**config.mk**
```make
export PLATFORM = sky130hd
export DESIGN_NAME = atso_core
export DESIGN_NICKNAME = d
export VERILOG_FILES = /design/src/include/atso_pkg.sv /design/src/atso_rmw.sv /design/src/atso_core.sv
export VERILOG_INCLUDE_DIRS = /design/src /design/src/include
export SDC_FILE = /design/constraint.sdc
export NUM_CORES = 1
export LEC_CHECK = 0
export ABC_AREA = 1
export BUFFER_PORTS_ARGS = -buffer_cell sky130_fd_sc_hd__buf_4
export CORE_MARGIN = 4
export CORE_UTILIZATION = 51
export DETAILED_ROUTE_END_ITERATION = 7
export MAX_ROUTING_LAYER = met4
export PLACE_DENSITY = 0.8
export SYNTH_ARGS = -nofsm -noshare
export SYNTH_HDL_FRONTEND = slang
export SYNTH_HIERARCHICAL = 1
export SYNTH_SLANG_ARGS = --single-unit
```
**constraint.sdc**
```tcl
create_clock -name ref_clk_i -period 1.9 [get_ports ref_clk_i]
set_input_delay 0.38 -clock ref_clk_i [delete_from_list [all_inputs] [get_ports ref_clk_i]]
set_output_delay 0.38 -clock ref_clk_i [all_outputs]
set_load 0.02 [all_outputs]
```
**src/include/atso_params.svh**
```systemverilog
// constants for the atomic test-and-set and cache line maintenance block
`ifndef ATSO_PARAMS_SVH
`define ATSO_PARAMS_SVH
`define ATSO_LINE_BYTES 32
`define ATSO_LINE_LSB 5
`define ATSO_BYTE_MSB 7
`define ATSO_OP_TESTSET 3'h0
`define ATSO_OP_PREFETCH 3'h1
`define ATSO_OP_FLUSH 3'h2
`define ATSO_OP_FLUSHINV 3'h3
`define ATSO_OP_IFLUSH 3'h4
`endif

```
**src/include/atso_pkg.sv**
```systemverilog
// types for the atomic test-and-set and cache line maintenance block
package atso_pkg;
  typedef enum logic [2:0] {
    ATSO_TESTSET,
    ATSO_PREFETCH,
    ATSO_FLUSH,
    ATSO_FLUSHINV,
    ATSO_IFLUSH
  } atso_op_t;
endpackage : atso_pkg

```
**src/atso_rmw.sv**
```systemverilog
// test-and-set byte merge: zero test and top bit set
`timescale 1ns/10ps
`include "atso_params.svh"
module atso_rmw (
  input wire logic [7:0] rd_byte_i,
  output logic [7:0] wr_byte_o,
  output logic was_zero_o
);
  always_comb
  begin
    wr_byte_o = rd_byte_i;
    wr_byte_o[`ATSO_BYTE_MSB] = 1'b1;
    was_zero_o = (rd_byte_i == 8'h00);
  end
endmodule : atso_rmw

```
**src/atso_core.sv**
```systemverilog
// sequencer for atomic test-and-set and cache line maintenance operations
// What this block does
// - read addressed byte, test zero, write back with top bit set and other bits kept
// - condition flag set when byte was zero, cleared otherwise; nothing else changes
// - read and write form one indivisible memory transaction
// - any address except core register region; no atomic on L1 SRAM
// - L1 SRAM is never treated as atomic-capable
// - atomic accesses are always cache-inhibited, whatever the descriptor says
// - on a data cache hit, write back and invalidate before the atomic
// - interrupt before load completes aborts; operation reruns from start
// - after load completes, interrupts cannot break the sequence
// - protection faults for load and store resolved before load completes
// - prefetch fills only when line absent and l1 cacheable attribute is one
// - prefetch does nothing when line resident or cache already filling
// - line operations raise no address or protection exception
// - line size is 32 bytes for every maintenance operation
// - flush writes a dirty line back to its source memory
// - flush-invalidate writes back dirty data then invalidates the line
// - instruction-line invalidate marks the instruction line invalid
// - each maintenance operation may post-increment its pointer by one line
// - flush on dirty line writes out and marks clean; else nothing
`timescale 1ns/10ps
`include "atso_params.svh"
module atso_core #(
  parameter int ADDR_W = 32
) (
  input wire logic ref_clk_i,
  input wire logic rst_i,
  input wire logic req_i,
  input wire atso_pkg::atso_op_t op_i,
  input wire logic [ADDR_W-1:0] addr_i,
  input wire logic post_inc_i,
  input wire logic irq_i,
  input wire logic prot_ld_fault_i,
  input wire logic prot_st_fault_i,
  input wire logic addr_in_regs_i,
  input wire logic addr_in_l1_sram_i,
  input wire logic l1_cacheable_attr_i,
  input wire logic dc_hit_i,
  input wire logic dc_dirty_i,
  input wire logic dc_fill_busy_i,
  input wire logic dc_done_i,
  input wire logic mem_done_i,
  input wire logic [7:0] mem_rdata_i,
  output logic busy_o,
  output logic done_o,
  output logic aborted_o,
  output logic fault_o,
  output logic condition_flag_o,
  output logic flag_we_o,
  output logic [ADDR_W-1:0] next_ptr_o,
  output logic dc_fill_o,
  output logic dc_writeback_o,
  output logic dc_invalidate_o,
  output logic ic_invalidate_o,
  output logic [ADDR_W-1:0] line_addr_o,
  output logic mem_rd_o,
  output logic mem_wr_o,
  output logic mem_lock_o,
  output logic mem_uncached_o,
  output logic [ADDR_W-1:0] mem_addr_o,
  output logic [7:0] mem_wdata_o
);
  import atso_pkg::*;

  initial
  begin
    if (ADDR_W <= `ATSO_LINE_LSB)
      $error("ADDR_W too small for the line size");
  end

  typedef enum logic [2:0] {
    ATSO_IDLE,
    ATSO_CHECK,
    ATSO_CLEAN,
    ATSO_LOAD,
    ATSO_STORE,
    ATSO_LINE_WAIT,
    ATSO_FINISH
  } atso_state_t;

  atso_state_t state_r;
  atso_state_t state_nxt;
  atso_op_t op_r;
  logic [ADDR_W-1:0] addr_r;
  logic post_inc_r;
  logic [7:0] merged;
  logic was_zero;
  logic [ADDR_W-1:0] line_base;
  logic [ADDR_W-1:0] line_step;
  logic ts_illegal;

  // line base and step come from the 32-byte line size
  assign line_base = {addr_r[ADDR_W-1:`ATSO_LINE_LSB], {`ATSO_LINE_LSB{1'b0}}};
  assign line_step = ADDR_W'(`ATSO_LINE_BYTES);
  // register region, L1 SRAM and protection faults refused up front
  assign ts_illegal = addr_in_regs_i | addr_in_l1_sram_i | prot_ld_fault_i | prot_st_fault_i;

  atso_rmw u_rmw (
    .rd_byte_i(mem_rdata_i),
    .wr_byte_o(merged),
    .was_zero_o(was_zero)
  );

  always_comb
  begin
    state_nxt = state_r;
    case (state_r)
      ATSO_IDLE:
        if (req_i)
          state_nxt = ATSO_CHECK;
      ATSO_CHECK:
        if (op_r == ATSO_TESTSET)
        begin
          if (ts_illegal)
            state_nxt = ATSO_FINISH;
          else if (irq_i)
            state_nxt = ATSO_FINISH;
          else if (dc_hit_i)
            state_nxt = ATSO_CLEAN;
          else
            state_nxt = ATSO_LOAD;
        end
        else if (op_r == ATSO_PREFETCH)
        begin
          // resident, busy, uncacheable or faulting lines are a no-op
          if (!dc_hit_i && !dc_fill_busy_i && l1_cacheable_attr_i && !prot_ld_fault_i)
            state_nxt = ATSO_LINE_WAIT;
          else
            state_nxt = ATSO_FINISH;
        end
        else if (op_r == ATSO_IFLUSH)
          state_nxt = prot_ld_fault_i ? ATSO_FINISH : ATSO_LINE_WAIT;
        else if (dc_hit_i && !prot_ld_fault_i
                 && (dc_dirty_i || op_r == ATSO_FLUSHINV))
          state_nxt = ATSO_LINE_WAIT;
        else
          state_nxt = ATSO_FINISH;
      ATSO_CLEAN:
        if (dc_done_i)
          state_nxt = ATSO_LOAD;
        else if (irq_i)
          state_nxt = ATSO_FINISH;
      ATSO_LOAD:
        if (mem_done_i)
          state_nxt = ATSO_STORE;
        else if (irq_i)
          state_nxt = ATSO_FINISH;
      ATSO_STORE:
        if (mem_done_i)
          state_nxt = ATSO_FINISH;
      ATSO_LINE_WAIT:
        if (dc_done_i)
          state_nxt = ATSO_FINISH;
      ATSO_FINISH:
        state_nxt = ATSO_IDLE;
      default:
        state_nxt = ATSO_IDLE;
    endcase
  end

  always_ff @(posedge ref_clk_i)
  begin
    if (rst_i)
      state_r <= ATSO_IDLE;
    else
      state_r <= state_nxt;
  end

  always_ff @(posedge ref_clk_i)
  begin
    if (rst_i)
    begin
      op_r <= ATSO_TESTSET;
      addr_r <= '0;
      post_inc_r <= 1'b0;
    end
    else if (state_r == ATSO_IDLE && req_i)
    begin
      op_r <= op_i;
      addr_r <= addr_i;
      post_inc_r <= post_inc_i;
    end
  end

  // test-and-set memory side; lock spans load through store
  always_ff @(posedge ref_clk_i)
  begin
    if (rst_i)
    begin
      mem_rd_o <= 1'b0;
      mem_wr_o <= 1'b0;
      mem_lock_o <= 1'b0;
      mem_uncached_o <= 1'b0;
      mem_addr_o <= '0;
      mem_wdata_o <= 8'h00;
    end
    else
    begin
      mem_rd_o <= (state_nxt == ATSO_LOAD) && !(state_r == ATSO_LOAD && mem_done_i);
      mem_wr_o <= (state_nxt == ATSO_STORE);
      mem_lock_o <= (state_nxt == ATSO_LOAD) || (state_nxt == ATSO_STORE);
      mem_uncached_o <= (state_nxt == ATSO_LOAD) || (state_nxt == ATSO_STORE);
      if (state_r == ATSO_CHECK)
        mem_addr_o <= addr_r;
      if (state_r == ATSO_LOAD && mem_done_i)
        mem_wdata_o <= merged;
    end
  end

  // cache side commands held until the cache answers or an interrupt aborts the clean
  always_ff @(posedge ref_clk_i)
  begin
    if (rst_i)
    begin
      dc_fill_o <= 1'b0;
      dc_writeback_o <= 1'b0;
      dc_invalidate_o <= 1'b0;
      ic_invalidate_o <= 1'b0;
      line_addr_o <= '0;
    end
    else
    begin
      dc_fill_o <= (state_nxt == ATSO_LINE_WAIT) && (op_r == ATSO_PREFETCH);
      dc_writeback_o <= ((state_nxt == ATSO_LINE_WAIT) && dc_dirty_r_sel(op_r))
                        || (state_nxt == ATSO_CLEAN);
      dc_invalidate_o <= ((state_nxt == ATSO_LINE_WAIT) && (op_r == ATSO_FLUSHINV))
                         || (state_nxt == ATSO_CLEAN);
      ic_invalidate_o <= (state_nxt == ATSO_LINE_WAIT) && (op_r == ATSO_IFLUSH);
      if (state_r == ATSO_CHECK)
        line_addr_o <= line_base;
    end
  end

  function automatic logic dc_dirty_r_sel(input atso_op_t op);
    dc_dirty_r_sel = (op == ATSO_FLUSH) || (op == ATSO_FLUSHINV);
  endfunction : dc_dirty_r_sel

  // completion, flag and pointer results
  always_ff @(posedge ref_clk_i)
  begin
    if (rst_i)
    begin
      busy_o <= 1'b0;
      done_o <= 1'b0;
      aborted_o <= 1'b0;
      fault_o <= 1'b0;
      condition_flag_o <= 1'b0;
      flag_we_o <= 1'b0;
      next_ptr_o <= '0;
    end
    else
    begin
      busy_o <= (state_nxt != ATSO_IDLE);
      done_o <= (state_nxt == ATSO_FINISH);
      flag_we_o <= 1'b0;
      if (state_r == ATSO_IDLE && req_i)
      begin
        aborted_o <= 1'b0;
        fault_o <= 1'b0;
      end
      if (state_r == ATSO_CHECK && op_r == ATSO_TESTSET && ts_illegal)
        fault_o <= 1'b1;
      if (op_r == ATSO_TESTSET && state_nxt == ATSO_FINISH && state_r != ATSO_STORE
          && state_r != ATSO_FINISH && !(state_r == ATSO_CHECK && ts_illegal))
        aborted_o <= 1'b1;
      if (state_r == ATSO_LOAD && mem_done_i)
      begin
        condition_flag_o <= was_zero;
        flag_we_o <= 1'b1;
      end
      if (state_r == ATSO_CHECK)
        next_ptr_o <= (op_r != ATSO_TESTSET && post_inc_r) ? addr_r + line_step : addr_r;
    end
  end

  lock_span_a: assert property (@(posedge ref_clk_i) disable iff (rst_i)
    (state_r == ATSO_STORE) |-> mem_lock_o)
    else $error("lock dropped during store");
  store_after_load_a: assert property (@(posedge ref_clk_i) disable iff (rst_i)
    (state_r == ATSO_LOAD && mem_done_i) |=> (state_r == ATSO_STORE))
    else $error("load completion did not lead to store");
  top_bit_set_a: assert property (@(posedge ref_clk_i) disable iff (rst_i)
    (state_r == ATSO_LOAD && mem_done_i)
    |=> (mem_wdata_o == ($past(mem_rdata_i) | 8'h80)))
    else $error("write byte is not read byte with top bit set");
  flag_value_a: assert property (@(posedge ref_clk_i) disable iff (rst_i)
    (state_r == ATSO_LOAD && mem_done_i)
    |=> (flag_we_o && condition_flag_o == ($past(mem_rdata_i) == 8'h00)))
    else $error("condition flag wrong");
  uncached_a: assert property (@(posedge ref_clk_i) disable iff (rst_i)
    (mem_rd_o || mem_wr_o) |-> mem_uncached_o)
    else $error("atomic access not cache-inhibited");
  clean_first_a: assert property (@(posedge ref_clk_i) disable iff (rst_i)
    (state_r == ATSO_CHECK && op_r == ATSO_TESTSET && !ts_illegal && !irq_i && dc_hit_i)
    |=> (dc_writeback_o && dc_invalidate_o && !mem_rd_o))
    else $error("cache hit not cleaned before atomic");
  prefetch_noop_a: assert property (@(posedge ref_clk_i) disable iff (rst_i)
    (state_r == ATSO_CHECK && op_r == ATSO_PREFETCH && (dc_hit_i || dc_fill_busy_i))
    |=> (!dc_fill_o && state_r == ATSO_FINISH))
    else $error("prefetch started on resident line or busy cache");
  illegal_refused_a: assert property (@(posedge ref_clk_i) disable iff (rst_i)
    (state_r == ATSO_CHECK && op_r == ATSO_TESTSET && addr_in_regs_i)
    |=> (!mem_rd_o && fault_o) [*1])
    else $error("test-and-set reached register region");
  sram_refused_a: assert property (@(posedge ref_clk_i) disable iff (rst_i)
    (state_r == ATSO_CHECK && op_r == ATSO_TESTSET && addr_in_l1_sram_i)
    |=> (!mem_rd_o && !mem_lock_o && fault_o))
    else $error("test-and-set reached local SRAM");
  fault_first_a: assert property (@(posedge ref_clk_i) disable iff (rst_i)
    (state_r == ATSO_CHECK && op_r == ATSO_TESTSET && (prot_ld_fault_i || prot_st_fault_i))
    |=> (!mem_rd_o && fault_o))
    else $error("protection fault not resolved before load");
  line_no_fault_a: assert property (@(posedge ref_clk_i) disable iff (rst_i)
    (state_r == ATSO_CHECK && op_r != ATSO_TESTSET)
    |=> !fault_o)
    else $error("line operation raised a fault");
  prefetch_fill_a: assert property (@(posedge ref_clk_i) disable iff (rst_i)
    (state_r == ATSO_CHECK && op_r == ATSO_PREFETCH && !dc_hit_i && !dc_fill_busy_i
     && l1_cacheable_attr_i && !prot_ld_fault_i)
    |=> (dc_fill_o && !dc_writeback_o))
    else $error("prefetch did not start a line fill");
  flush_clean_a: assert property (@(posedge ref_clk_i) disable iff (rst_i)
    (state_r == ATSO_CHECK && op_r == ATSO_FLUSH && !dc_dirty_i)
    |=> (!dc_writeback_o && state_r == ATSO_FINISH))
    else $error("flush of clean line wrote back");
  flushinv_hit_a: assert property (@(posedge ref_clk_i) disable iff (rst_i)
    (state_r == ATSO_CHECK && op_r == ATSO_FLUSHINV && dc_hit_i && !prot_ld_fault_i)
    |=> (dc_writeback_o && dc_invalidate_o))
    else $error("flush-invalidate did not clean and drop the line");
  iline_inval_a: assert property (@(posedge ref_clk_i) disable iff (rst_i)
    (state_r == ATSO_CHECK && op_r == ATSO_IFLUSH && !prot_ld_fault_i)
    |=> (ic_invalidate_o && !dc_invalidate_o && !dc_writeback_o))
    else $error("instruction line not invalidated");
  load_abort_a: assert property (@(posedge ref_clk_i) disable iff (rst_i)
    (state_r == ATSO_LOAD && !mem_done_i && irq_i)
    |=> (aborted_o && !mem_wr_o && !mem_lock_o))
    else $error("interrupt before load end did not abort");
  write_locked_a: assert property (@(posedge ref_clk_i) disable iff (rst_i)
    mem_wr_o |-> (mem_lock_o && !mem_rd_o))
    else $error("store issued outside the locked sequence");
  ptr_advance_a: assert property (@(posedge ref_clk_i) disable iff (rst_i)
    (state_r == ATSO_CHECK && op_r != ATSO_TESTSET && post_inc_r)
    |=> (next_ptr_o == addr_r + line_step))
    else $error("pointer not advanced by one line");
endmodule : atso_core

```
==> metrics.md, run 1 <==
| Metric | Value |
|---|---|
| Nets | 1006 |
| CP endpoint kind | flop |
| ANT cells | 0 |
| CP Cell Sequence | ha_1, inv_2, nor2_4, nand2_2, nor2_2, xor2_1, nand2_1, nand2_1, nand2_1, a21oi_2 |
| Max-Cap Viols | 0 |
| Hpwl dp | 11.2 mm |
| Root Buffer | clkbuf_8 |
| Starting DRT DRC Count | around 380 |
| Relative slew margins | 65.6% |
| Buffers on Ports | 170 |
| Gr ovfl total | 0 |
| Synth unique cells | 34 |
| Minimum clock period | around 1.7 ns |
| Highest-delay cell along the critical path | dfxtp_1 |
| GRT Util Overall | between 20% and 30% |
| Outcome | finished, final reports clean |
| Synthesized flop and latch total | ~120 |
| IR drop worst, VDD | about 0.75 mV |
| Area grow syn2layout | 29.6% |
| Critical Path RT | 2.35 ns |
| Period utilization | roughly nine tenths |
| CP bufs+invs | 1 |
| Most frequent cells in the layout | nand2_1, buf_4, nor2_1 |
| Vias per cell | 5.02 |
| Most common cell after layout, fill and taps aside | nand2_1 |
| Kind of critical path | reg2reg |
| Share of layout cells above drive strength 1 | roughly 25% |
| Final wirelength | between 15 and 20 mm |
| Setup TNS | 0 ns |
| Sequential share of the synthesized area | between 40% and 50% |
| Cell area power density | around 1500 nW/um^2 |
| Crit path DAT | 2.12 ns |
| Largest net degree at the start of global routing | a little under 50 |
| Clock Skew | roughly 0.0080 ns |
| Clock Sinks | 119 |
| Ports | around 180 |
| Global-route wire length before repair | between 20 and 30 mm |
| Routed len/inst | roughly 14 um |
| Core area | ~11000 um^2 |
| Post-route cell area | roughly 7300 um^2 |
| # rows | 38 |
| Critical path depth | 10 |
| Gpl congestion | about 0.96 |
| Latest clock arrival within the worst-skew pair | 0.52 ns |
| Initial antenna violation count | 0 |
| Initial core utilization | a little over half |
| Worst setup SP type | flop |
| Clock Path Buffers | 2 |
| CTS tree | built |
| Crit path max fanout | 6 |
| Mean Syn Cell Area | 6.89 um^2 |
| Die area | about 13000 um^2 |
| Post-CTS Setup Inserts | 0 |
| Synth warnings | 6 |
| Pre-antenna DRT Iters | 5 |
| Final hold vios | 0 |
| Vias in the first global route | between 5000 and 6000 |
| Hold Crit Class | in2reg |
| Netlist Area Pre-Place | between 5000 and 6000 um^2 |
| # setup viols final | 0 |
| Delay-heaviest family, CP | simple AND/OR/NAND/NOR gates |
| Leak | roughly 3.4 nW |
| Worst hold path depth | 3 |
| R2R Setup Slk | approximately 0.23 ns |
| F_max | 598 MHz |
| Max-slew violation total from the final report | 0 |
| Dpl cell area | a little under 7000 um^2 |
| Die Width | 113 um |
| R2R depth | 10 |
| Crit-path max cell delay | roughly 0.45 ns |
| RSZ-0062 raised after global routing | no |
| Vias | 5523 |
| Hold_buf cts | 0 |
| Clk slew on worst S/H paths | approximately 0.060 ns |
| Worst slew pin tran | between 0.5 and 0.6 ns |
| Syn Inst Count | between 800 and 900 |
| TritonCTS buffer count | 17 |
| H-tree depth | 4 |
| CP dominant cell by count | nand2_1 |
| DRT antenna net count | 0 |
| Die height | 113 um |
| Drt drc | 0 |
-- cell usage after synthesis --
master	number	area, um^2
o31ai_1	1	7.51
nand3_1	42	210
nor4_1	1	6.26
a21oi_1	40	200
nor2_2	7	43.8
nand3b_1	2	15.0
nand2_4	2	22.5
conb_1	2	7.51
a21oi_2	4	35.0
xor2_1	5	43.8
nor2_4	3	33.8
nand2_2	5	31.3
buf_4	46	345
dfxtp_1	119	2380
xnor2_1	1	8.76
buf_1	3	11.3
a211oi_1	17	128
nor3_1	12	60.1
nor2_8	1	20.0
a31oi_1	2	12.5
buf_6	2	22.5
o211ai_1	4	30.0
nand4_1	3	18.8
clkinv_1	2	7.51
nor2_1	136	510
inv_2	6	22.5
o21ai_0	55	275
buf_2	12	60.1
ha_1	1	12.5
a21boi_1	1	7.51
inv_1	54	203
nand2_1	210	788
clkbuf_1	18	67.6
o21ai_1	4	20.0
-- sequential cells by signal, summed over array words and instances (netlist names), 3 cells and up --
signal / cells
mem_wdata_o: 8
state_r: 3
mem_addr_o: 32
op_r: 3
next_ptr_o: 27
addr_r: 32
-- what timing repair did --
action / in CTS / in global routing
endpoints found under the setup margin: 0 / 1
hold endpoints to repair: 0 / 0
gates resized for setup: 0 / 1
-- cell type report --
class	count	area, um^2
clock buffers	19	432
clock inverters	13	173
fillers	972	3490
inverters	62	233
multi-input cells	565	2570
flip-flops and latches	119	2380
well taps	140	175
repair buffers	182	1380
-- layer usage --
metal	vias to the layer above	track usage, %	routed length, um
met4	0	8.09	288
met5	-	-	0
li1	2815	-	-
met2	196	41.9	7450
met3	25	6.58	1190
met1	2487	29.3	6520
-- kinds of logic after synthesis --
| group | synth area share, % |
|---|---|
| fa+ha+maj | 0.221 |
| other cells | 0.132 |
| buf+inv | 13.0 |
| simple gates | 31.0 |
| xor+xnor | 0.927 |
| flops | 42.0 |
| compound gates | 12.6 |
-- worst paths after layout --
kind                                from                           to
max               addr_r[6]$_SDFFE_PP0P_  next_ptr_o[21]$_SDFFE_PP0P_
min                       mem_rdata_i[3]  mem_wdata_o[3]$_SDFFE_PP0P_
max reg2reg       addr_r[6]$_SDFFE_PP0P_  next_ptr_o[21]$_SDFFE_PP0P_
min reg2reg  next_ptr_o[29]$_SDFFE_PP0P_  next_ptr_o[29]$_SDFFE_PP0P_
-- power breakdown --
group          leakage [nW]  switching [W]  total, W  internal [W]
clock network         0.293        0.00119   0.00324       0.00205
registers             0.973       0.000540   0.00366       0.00312
logic                  2.17        0.00257   0.00406       0.00148
total                  3.44        0.00431    0.0110       0.00665
-- stage by stage --
step / util (%) / std cells / power (W) / hold slack (ns) / worst slack [ns]
final: 67.8 / 1100 / 0.0110 / 0.0556 / 0.227
after global placement: 62.2 / 1068 / 0.00768 / 0.456 / 0.248
after CTS: 67.8 / 1100 / 0.0110 / 0.0446 / 0.182
after detailed placement: 62.2 / 1068 / 0.00775 / 0.459 / 0.215
after floorplan: - / 827 / 0.00648 / 0.450 / 0.418
after global routing: 67.8 / 1100 / 0.0116 / 0.0579 / 0.0332
-- tightest hold or removal path, delay by kind of cell --
kind | cells | cell delay, ns
buf+inv | 1 | 0.08
simple gates | 2 | 0.08
Power figures use the tool's default switching activity.
==> run 2, diff against run 1 <==
Settings changed: BUFFER_PORTS_ARGS -buffer_cell sky130_fd_sc_hd__buf_4 to not set, CORE_UTILIZATION 51 to 55, DONT_BUFFER_PORTS set to 1, PLACE_DENSITY 0.8 to 0.7.
==> metrics.md, run 2 (synthesis gave the netlist of run 1 again) <==
| Metric | Value |
|---|---|
| Nets | 843 (-16%) |
| Worst setup path end | next_ptr_o[11]$_SDFFE_PP0P_ |
| Worst hold path depth | 2 (-1) |
| Clock Path Buffers | 2 (unchanged) |
| Latest clock arrival within the worst-skew pair | 0.53 ns (about the same) |
| Min Hold Slack | 0.0202 ns (-0.0354 ns) |
| Largest net degree at the start of global routing | 49 (unchanged) |
| Core area | 9910 um^2 (-8.6%) |
| Worst slew pin tran | 0.499 ns (-0.0163 ns) |
| Relative slew margins | 66.7% (+1.1 points) |
| # rows | 36 (-5.3%) |
| F_max | 551 MHz (-7.8%) |
| Gr ovfl total | 0 (unchanged) |
| Setup TNS | 0 ns (unchanged) |
| GRT Util Overall | 26.2% (+1.2 points) |
| Hpwl dp | 10.4 mm (-7.2%) |
| Most common cell after layout, fill and taps aside | nand2_1 |
| RSZ-0062 raised after global routing | no |
| # fillers | 909 (-6.5%) |
| Initial core utilization | 57.2% (+4.9 points) |
| Area grow syn2layout | 8.50% |
| Clock Skew | 0.00813 ns (+0.0000915 ns) |
| R2R Setup Slk | 0.09 ns (-0.14 ns) |
| Leak | 2.59 nW (-25%) |
| Top Registers | addr_r: 32 flops, mem_addr_o: 32 flops, next_ptr_o: 27 flops |
| Clk slew on worst S/H paths | 0.06 ns (about the same) |
| IR drop worst, VDD | 0.746 mV (-0.36%) |
| Vias in the first global route | 4851 (-9.8%) |
| Crit path max fanout | 17 (+11) |
| Resized cells post-CTS | 0 (unchanged) |
| Vias per cell | 5.36 (+6.7%) |
| Root Buffer | clkbuf_8 |
| CTS tree | built |
| Crit path DAT | 2.29 ns (+0.17 ns) |
| CP endpoint kind | flop |
| Reg-to-Reg Start | op_r[0]$_SDFFE_PP0P_ |
| Dpl cells | 890 (-17%) |
| Most frequent cells in the layout | nand2_1, nor2_1, dfxtp_1 |
| Global-route wire length before repair | 23.6 mm (-6.8%) |
| Delay-heaviest family, CP | simple AND/OR/NAND/NOR gates |
| Crit-path max cell delay | 0.40 ns (-0.05 ns) |
| Die area | 12000 um^2 (-6.8%) |
| Minimum clock period | 1.81 ns (+0.141 ns) |
| Clock Sinks | 119 (unchanged) |
| Final hold vios | 0 (unchanged) |
| Initial antenna violation count | 0 (unchanged) |
| Share of layout cells above drive strength 1 | 9.17% (-16 points) |
| TritonCTS buffer count | 17 (unchanged) |
| CP bufs+invs | 2 (+1) |
| Drt drc | 0 (unchanged) |
| Vias | 4977 (-9.9%) |
| Routed len/inst | 15.8 um (+12%) |
| Fin cells | 929 (-16%) |
| Kind of critical path | reg2reg |
| Critical Path RT | 2.38 ns (+0.03 ns) |
| ANT cells | 0 (unchanged) |
| Critical path depth | 10 (unchanged) |
| Outcome | finished, final reports clean |
| FF-to-FF End | next_ptr_o[11]$_SDFFE_PP0P_ |
| Max-slew violation total from the final report | 0 (unchanged) |
| Max-Cap Viols | 0 (unchanged) |
| # setup viols final | 0 (unchanged) |
| Pre-antenna DRT Iters | 4 (-1) |
| CP Cell Sequence | nor2_2, nand2_2, nand2_4, inv_2, nand3b_1, nor2_1, nand3_1, o211ai_1, nand2_1, inv_1 |
| Gpl congestion | 0.900 (-6.0%) |
| Highest-delay cell along the critical path | dfxtp_1 |
| Period utilization | 95.4% (+7.4 points) |
| Buffers on Ports | 0 (-100%) |
| R2R depth | 10 (unchanged) |
| Starting DRT DRC Count | 333 (-13%) |
| H-tree depth | 4 (unchanged) |
| Worst setup SP type | flop |
| Die height | 110 um (-3.4%) |
| DRT antenna net count | 0 (unchanged) |
| Hold Crit Class | in2reg |
| Die Width | 110 um (-3.4%) |
| Ports | 176 (unchanged) |
| Launch point of the critical path | op_r[0]$_SDFFE_PP0P_ |
| Final wirelength | 14.7 mm (-5.2%) |
| Cell area power density | 1640 nW/um^2 (+9.9%) |
run 2: cell count changes in the layout (fill, tap and decap cells not counted), moves of 2 or more:
cell           previous run  this run
clkbuf_8                  2         4
buf_12                    1         3
clkinv_4                  6         3
buf_4                   180         9
clkinvlp_4                1         3
inv_6                     2         0
dlygate4sd3_1             0         7
run 2: worst register-to-register path, delay by kind of cell, from the launching register on:
family | cells | cell delay [ns]
simple gates | 7 | 0.91
compound gates | 1 | 0.10
buf+inv | 2 | 0.34
flops | 1 | 0.40
run 2: repair_timing:
item                                   CTS  global route
endpoints found under the hold margin   55             0
hold buffers                             8             0
buffers inserted                         0             0
run 2: area by class of cell:
cell class,count,area [um^2],area share [%]
Inverter,62,233,3.78
Timing Repair Buffer,19,198,3.21
Clock buffer,20,455,7.40
Tap cell,133,166,2.70
Sequential cell,119,2380,38.7
Clock inverter,11,149,2.42
Multi-Input combinational cell,565,2570,41.8
run 2: through the flow:
step	instance area, um^2	util (%)	total power, W	setup WS (ns)
2_1_floorplan	5690	-	0.00648	0.418
5_1_grt	6150	62.1	0.0107	0.00806
4_1_cts	6150	62.1	0.0101	0.0937
6_report	6150	62.1	0.0101	0.0867
3_5_place_dp	5460	55.1	0.00685	0.110
3_3_place_gp	5460	55.1	0.00681	0.174
run 2: worst min path at each step:
stage                                start                          end  slack [ns]
global route                    addr_i[18]      addr_r[18]$_SDFFE_PP0P_        0.02
finish                           addr_i[1]       addr_r[1]$_SDFFE_PP0P_        0.02
CTS                              addr_i[8]       addr_r[8]$_SDFFE_PP0P_     0.00002
global placement                     rst_i  next_ptr_o[21]$_SDFFE_PP0P_        0.45
floorplan           addr_r[0]$_SDFFE_PP0P_       addr_r[0]$_SDFFE_PP0P_        0.45
detailed placement                   rst_i  next_ptr_o[21]$_SDFFE_PP0P_        0.45
run 2: per-layer routing:
metal / vias to the layer above / global-route usage, % / routed length (um)
li1: 2497 / - / -
met1: 2284 / 31.2 / 6200
met2: 173 / 41.8 / 6980
met3: 23 / 8.93 / 1200
met4: 0 / 8.64 / 274
met5: - / - / 0
run 2: power by group:
part / internal (W) / switching (W) / leakage [nW]
combinational: 0.000775 / 0.00166 / 1.33
clock: 0.00209 / 0.00115 / 0.289
sequential: 0.00312 / 0.00129 / 0.973
==> run 3, diff against run 2 <==
Settings changed: CORE_UTILIZATION 55 to 63, PLACE_DENSITY 0.7 to 0.79.
==> metrics.md, run 3 (synthesis gave the netlist of run 1 again) <==
| Metric | Value |
|---|---|
| R2R Setup Slk | 0.14 ns (+0.05 ns) |
| Die Width | 103 um (-6.1%) |
| # rows | 34 (-5.6%) |
| DRT antenna net count | 0 (unchanged) |
| Minimum clock period | 1.76 ns (-0.0515 ns) |
| Crit path DAT | 2.22 ns (-0.07 ns) |
| Root Buffer | clkbuf_8 |
| Vias | 5128 (+3.0%) |
| Buffers on Ports | 0 (unchanged) |
| Worst slew pin tran | 0.547 ns (+0.0475 ns) |
| Sequential group share of total power | 43.8% (about the same) |
| Cell area power density | 1650 nW/um^2 (+0.44%) |
| Fin util | 69.9% (+7.8 points) |
| Setup TNS | 0 ns (unchanged) |
| Post-CTS Setup Inserts | 0 (unchanged) |
| Worst hold path depth | 3 (+1) |
| Sw Pwr | 0.00417 W (+1.9%) |
| Global-route wire length before repair | 24.2 mm (+2.6%) |
| ANT cells | 0 (unchanged) |
| Max-slew violation total from the final report | 0 (unchanged) |
| Clock power share | 31.3% (-0.8 points) |
| Final wirelength | 15.3 mm (+4.2%) |
| Top Registers | addr_r: 32 flops, mem_addr_o: 32 flops, next_ptr_o: 27 flops |
| Dpl cells | 866 (-2.7%) |
| Hpwl dp | 10.8 mm (+3.6%) |
| F_max | 568 MHz (+2.9%) |
| Fin cells | 905 (-2.6%) |
| RSZ-0062 raised after global routing | no |
| Vias in the first global route | 5060 (+4.3%) |
| Clock Path Buffers | 2 (unchanged) |
| H-tree depth | 4 (unchanged) |
| Nets | 844 (+0.12%) |
| Share of layout cells above drive strength 1 | 9.03% (-0.14 points) |
| Clk slew on worst S/H paths | 0.06 ns (about the same) |
| Largest net degree at the start of global routing | 59 (+20%) |
| Most frequent cells in the layout | nand2_1, nor2_1, dfxtp_1 |
| IR drop worst, VDD | 1.04 mV (+39%) |
| Initial core utilization | 65.0% (+7.8 points) |
| Post-route cell area | 6090 um^2 (-0.98%) |
| Gpl congestion | 0.980 (+8.9%) |
| # setup viols final | 0 (unchanged) |
| Final hold vios | 0 (unchanged) |
| Worst setup SP type | flop |
| Clock Sinks | 119 (unchanged) |
| Clock Skew | 0.00857 ns (+0.000441 ns) |
| Sw Ratio | 41.6% (+1.0 points) |
| Crit path max fanout | 14 (-3) |
| Int Power | 0.00585 W (-2.2%) |
| CTS tree | built |
| R2R depth | 10 (unchanged) |
| TritonCTS buffer count | 17 (unchanged) |
| Die height | 103 um (-6.1%) |
| Latest clock arrival within the worst-skew pair | 0.52 ns (about the same) |
| Pre-antenna DRT Iters | 4 (unchanged) |
| Ports | 176 (unchanged) |
| Outcome | finished, final reports clean |
| Critical Path RT | 2.36 ns (-0.02 ns) |
| Drt drc | 0 (unchanged) |
| Starting DRT DRC Count | 268 (-20%) |
| Period utilization | 92.7% (-2.7 points) |
| Die area | 10600 um^2 (-12%) |
| Initial antenna violation count | 0 (unchanged) |
| Relative slew margins | 63.5% (-3.2 points) |
| Hold Crit Class | in2reg |
| Resized cells post-CTS | 0 (unchanged) |
| Dpl cell area | 5420 um^2 (-0.66%) |
| CP endpoint kind | flop |
| Most common cell after layout, fill and taps aside | nand2_1 |
| Max-Cap Viols | 0 (unchanged) |
| Routed len/inst | 16.9 um (+7.0%) |
| Gr ovfl total | 0 (unchanged) |
| Core area | 8720 um^2 (-12%) |
| Leak | 2.57 nW (-0.68%) |
| GRT Util Overall | 30.6% (+4.4 points) |
| Comb power frac | 24.9% (+0.8 points) |
| Kind of critical path | reg2reg |
| Vias per cell | 5.67 (+5.8%) |
| Area grow syn2layout | 7.44% |
run 3: changes by cell type in the layout (fill, tap and decap cells not counted), sizes merged:
| cell | change |
|---|---|
| bufinv | -1 |
| clkbuf | +1 |
| clkinvlp | +1 |
| buf | +1 |
| clkinv | -1 |
run 3: path summary, 6_finish.rpt:
check                                             from                          end
worst min-delay path                             rst_i  next_ptr_o[12]$_SDFFE_PP0P_
worst min register to register  addr_r[0]$_SDFFE_PP0P_       addr_r[0]$_SDFFE_PP0P_
worst max register to register    op_r[0]$_SDFFE_PP0P_  next_ptr_o[11]$_SDFFE_PP0P_
worst max-delay path              op_r[0]$_SDFFE_PP0P_  next_ptr_o[11]$_SDFFE_PP0P_
run 3: per-layer routing:
metal  global-route usage, %  share of wire [%]  up-vias
li1                        -                  -     2506
met1                    33.9                 39     2353
met2                    50.9                 49      229
met3                    8.86                9.1       40
met4                    13.8                3.5        0
met5                       -                  0        -
run 3: cell type report:
cell class	instances	area [um^2]
Clock inverter	10	121
Tap cell	108	135
Fill cell	748	2630
Clock buffer	21	459
Timing Repair Buffer	20	193
Inverter	62	233
Multi-Input combinational cell	565	2570
Sequential cell	119	2380
run 3: stage by stage:
step                      hold slack (ns)  total power (W)  setup WS [ns]
after global routing               0.0524           0.0106         0.0452
after detailed placement            0.454          0.00689          0.199
after global placement              0.451          0.00680          0.272
after floorplan                     0.450          0.00648          0.418
final                              0.0277           0.0100          0.138
after CTS                          0.0185           0.0100          0.168
run 3: repair_timing:
action | CTS | global route
setup endpoints to repair | 0 | 0
hold buffers | 8 | 0
endpoints found under the hold margin | 53 | 0
run 3: power groups by stage:
stage / Sequential, W / Combinational (W) / Clock (W)
2_1_floorplan: 0.00400 / 0.00248 / 0
3_3_place_gp: 0.00443 / 0.00237 / 0
3_5_place_dp: 0.00445 / 0.00244 / 0
4_1_cts: 0.00440 / 0.00249 / 0.00316
5_1_grt: 0.00450 / 0.00282 / 0.00328
6_report: 0.00439 / 0.00250 / 0.00314
run 3: worst max-delay path: stages (launching register included):
cell and delay, ns:
dfxtp_1 0.40, nor2_2 0.08, nand2_2 0.13, nand2_4 0.12
inv_2 0.25, nand3b_1 0.20, nor2_1 0.19, nand3_1 0.10
o211ai_1 0.10, nand2_1 0.07, inv_1 0.06
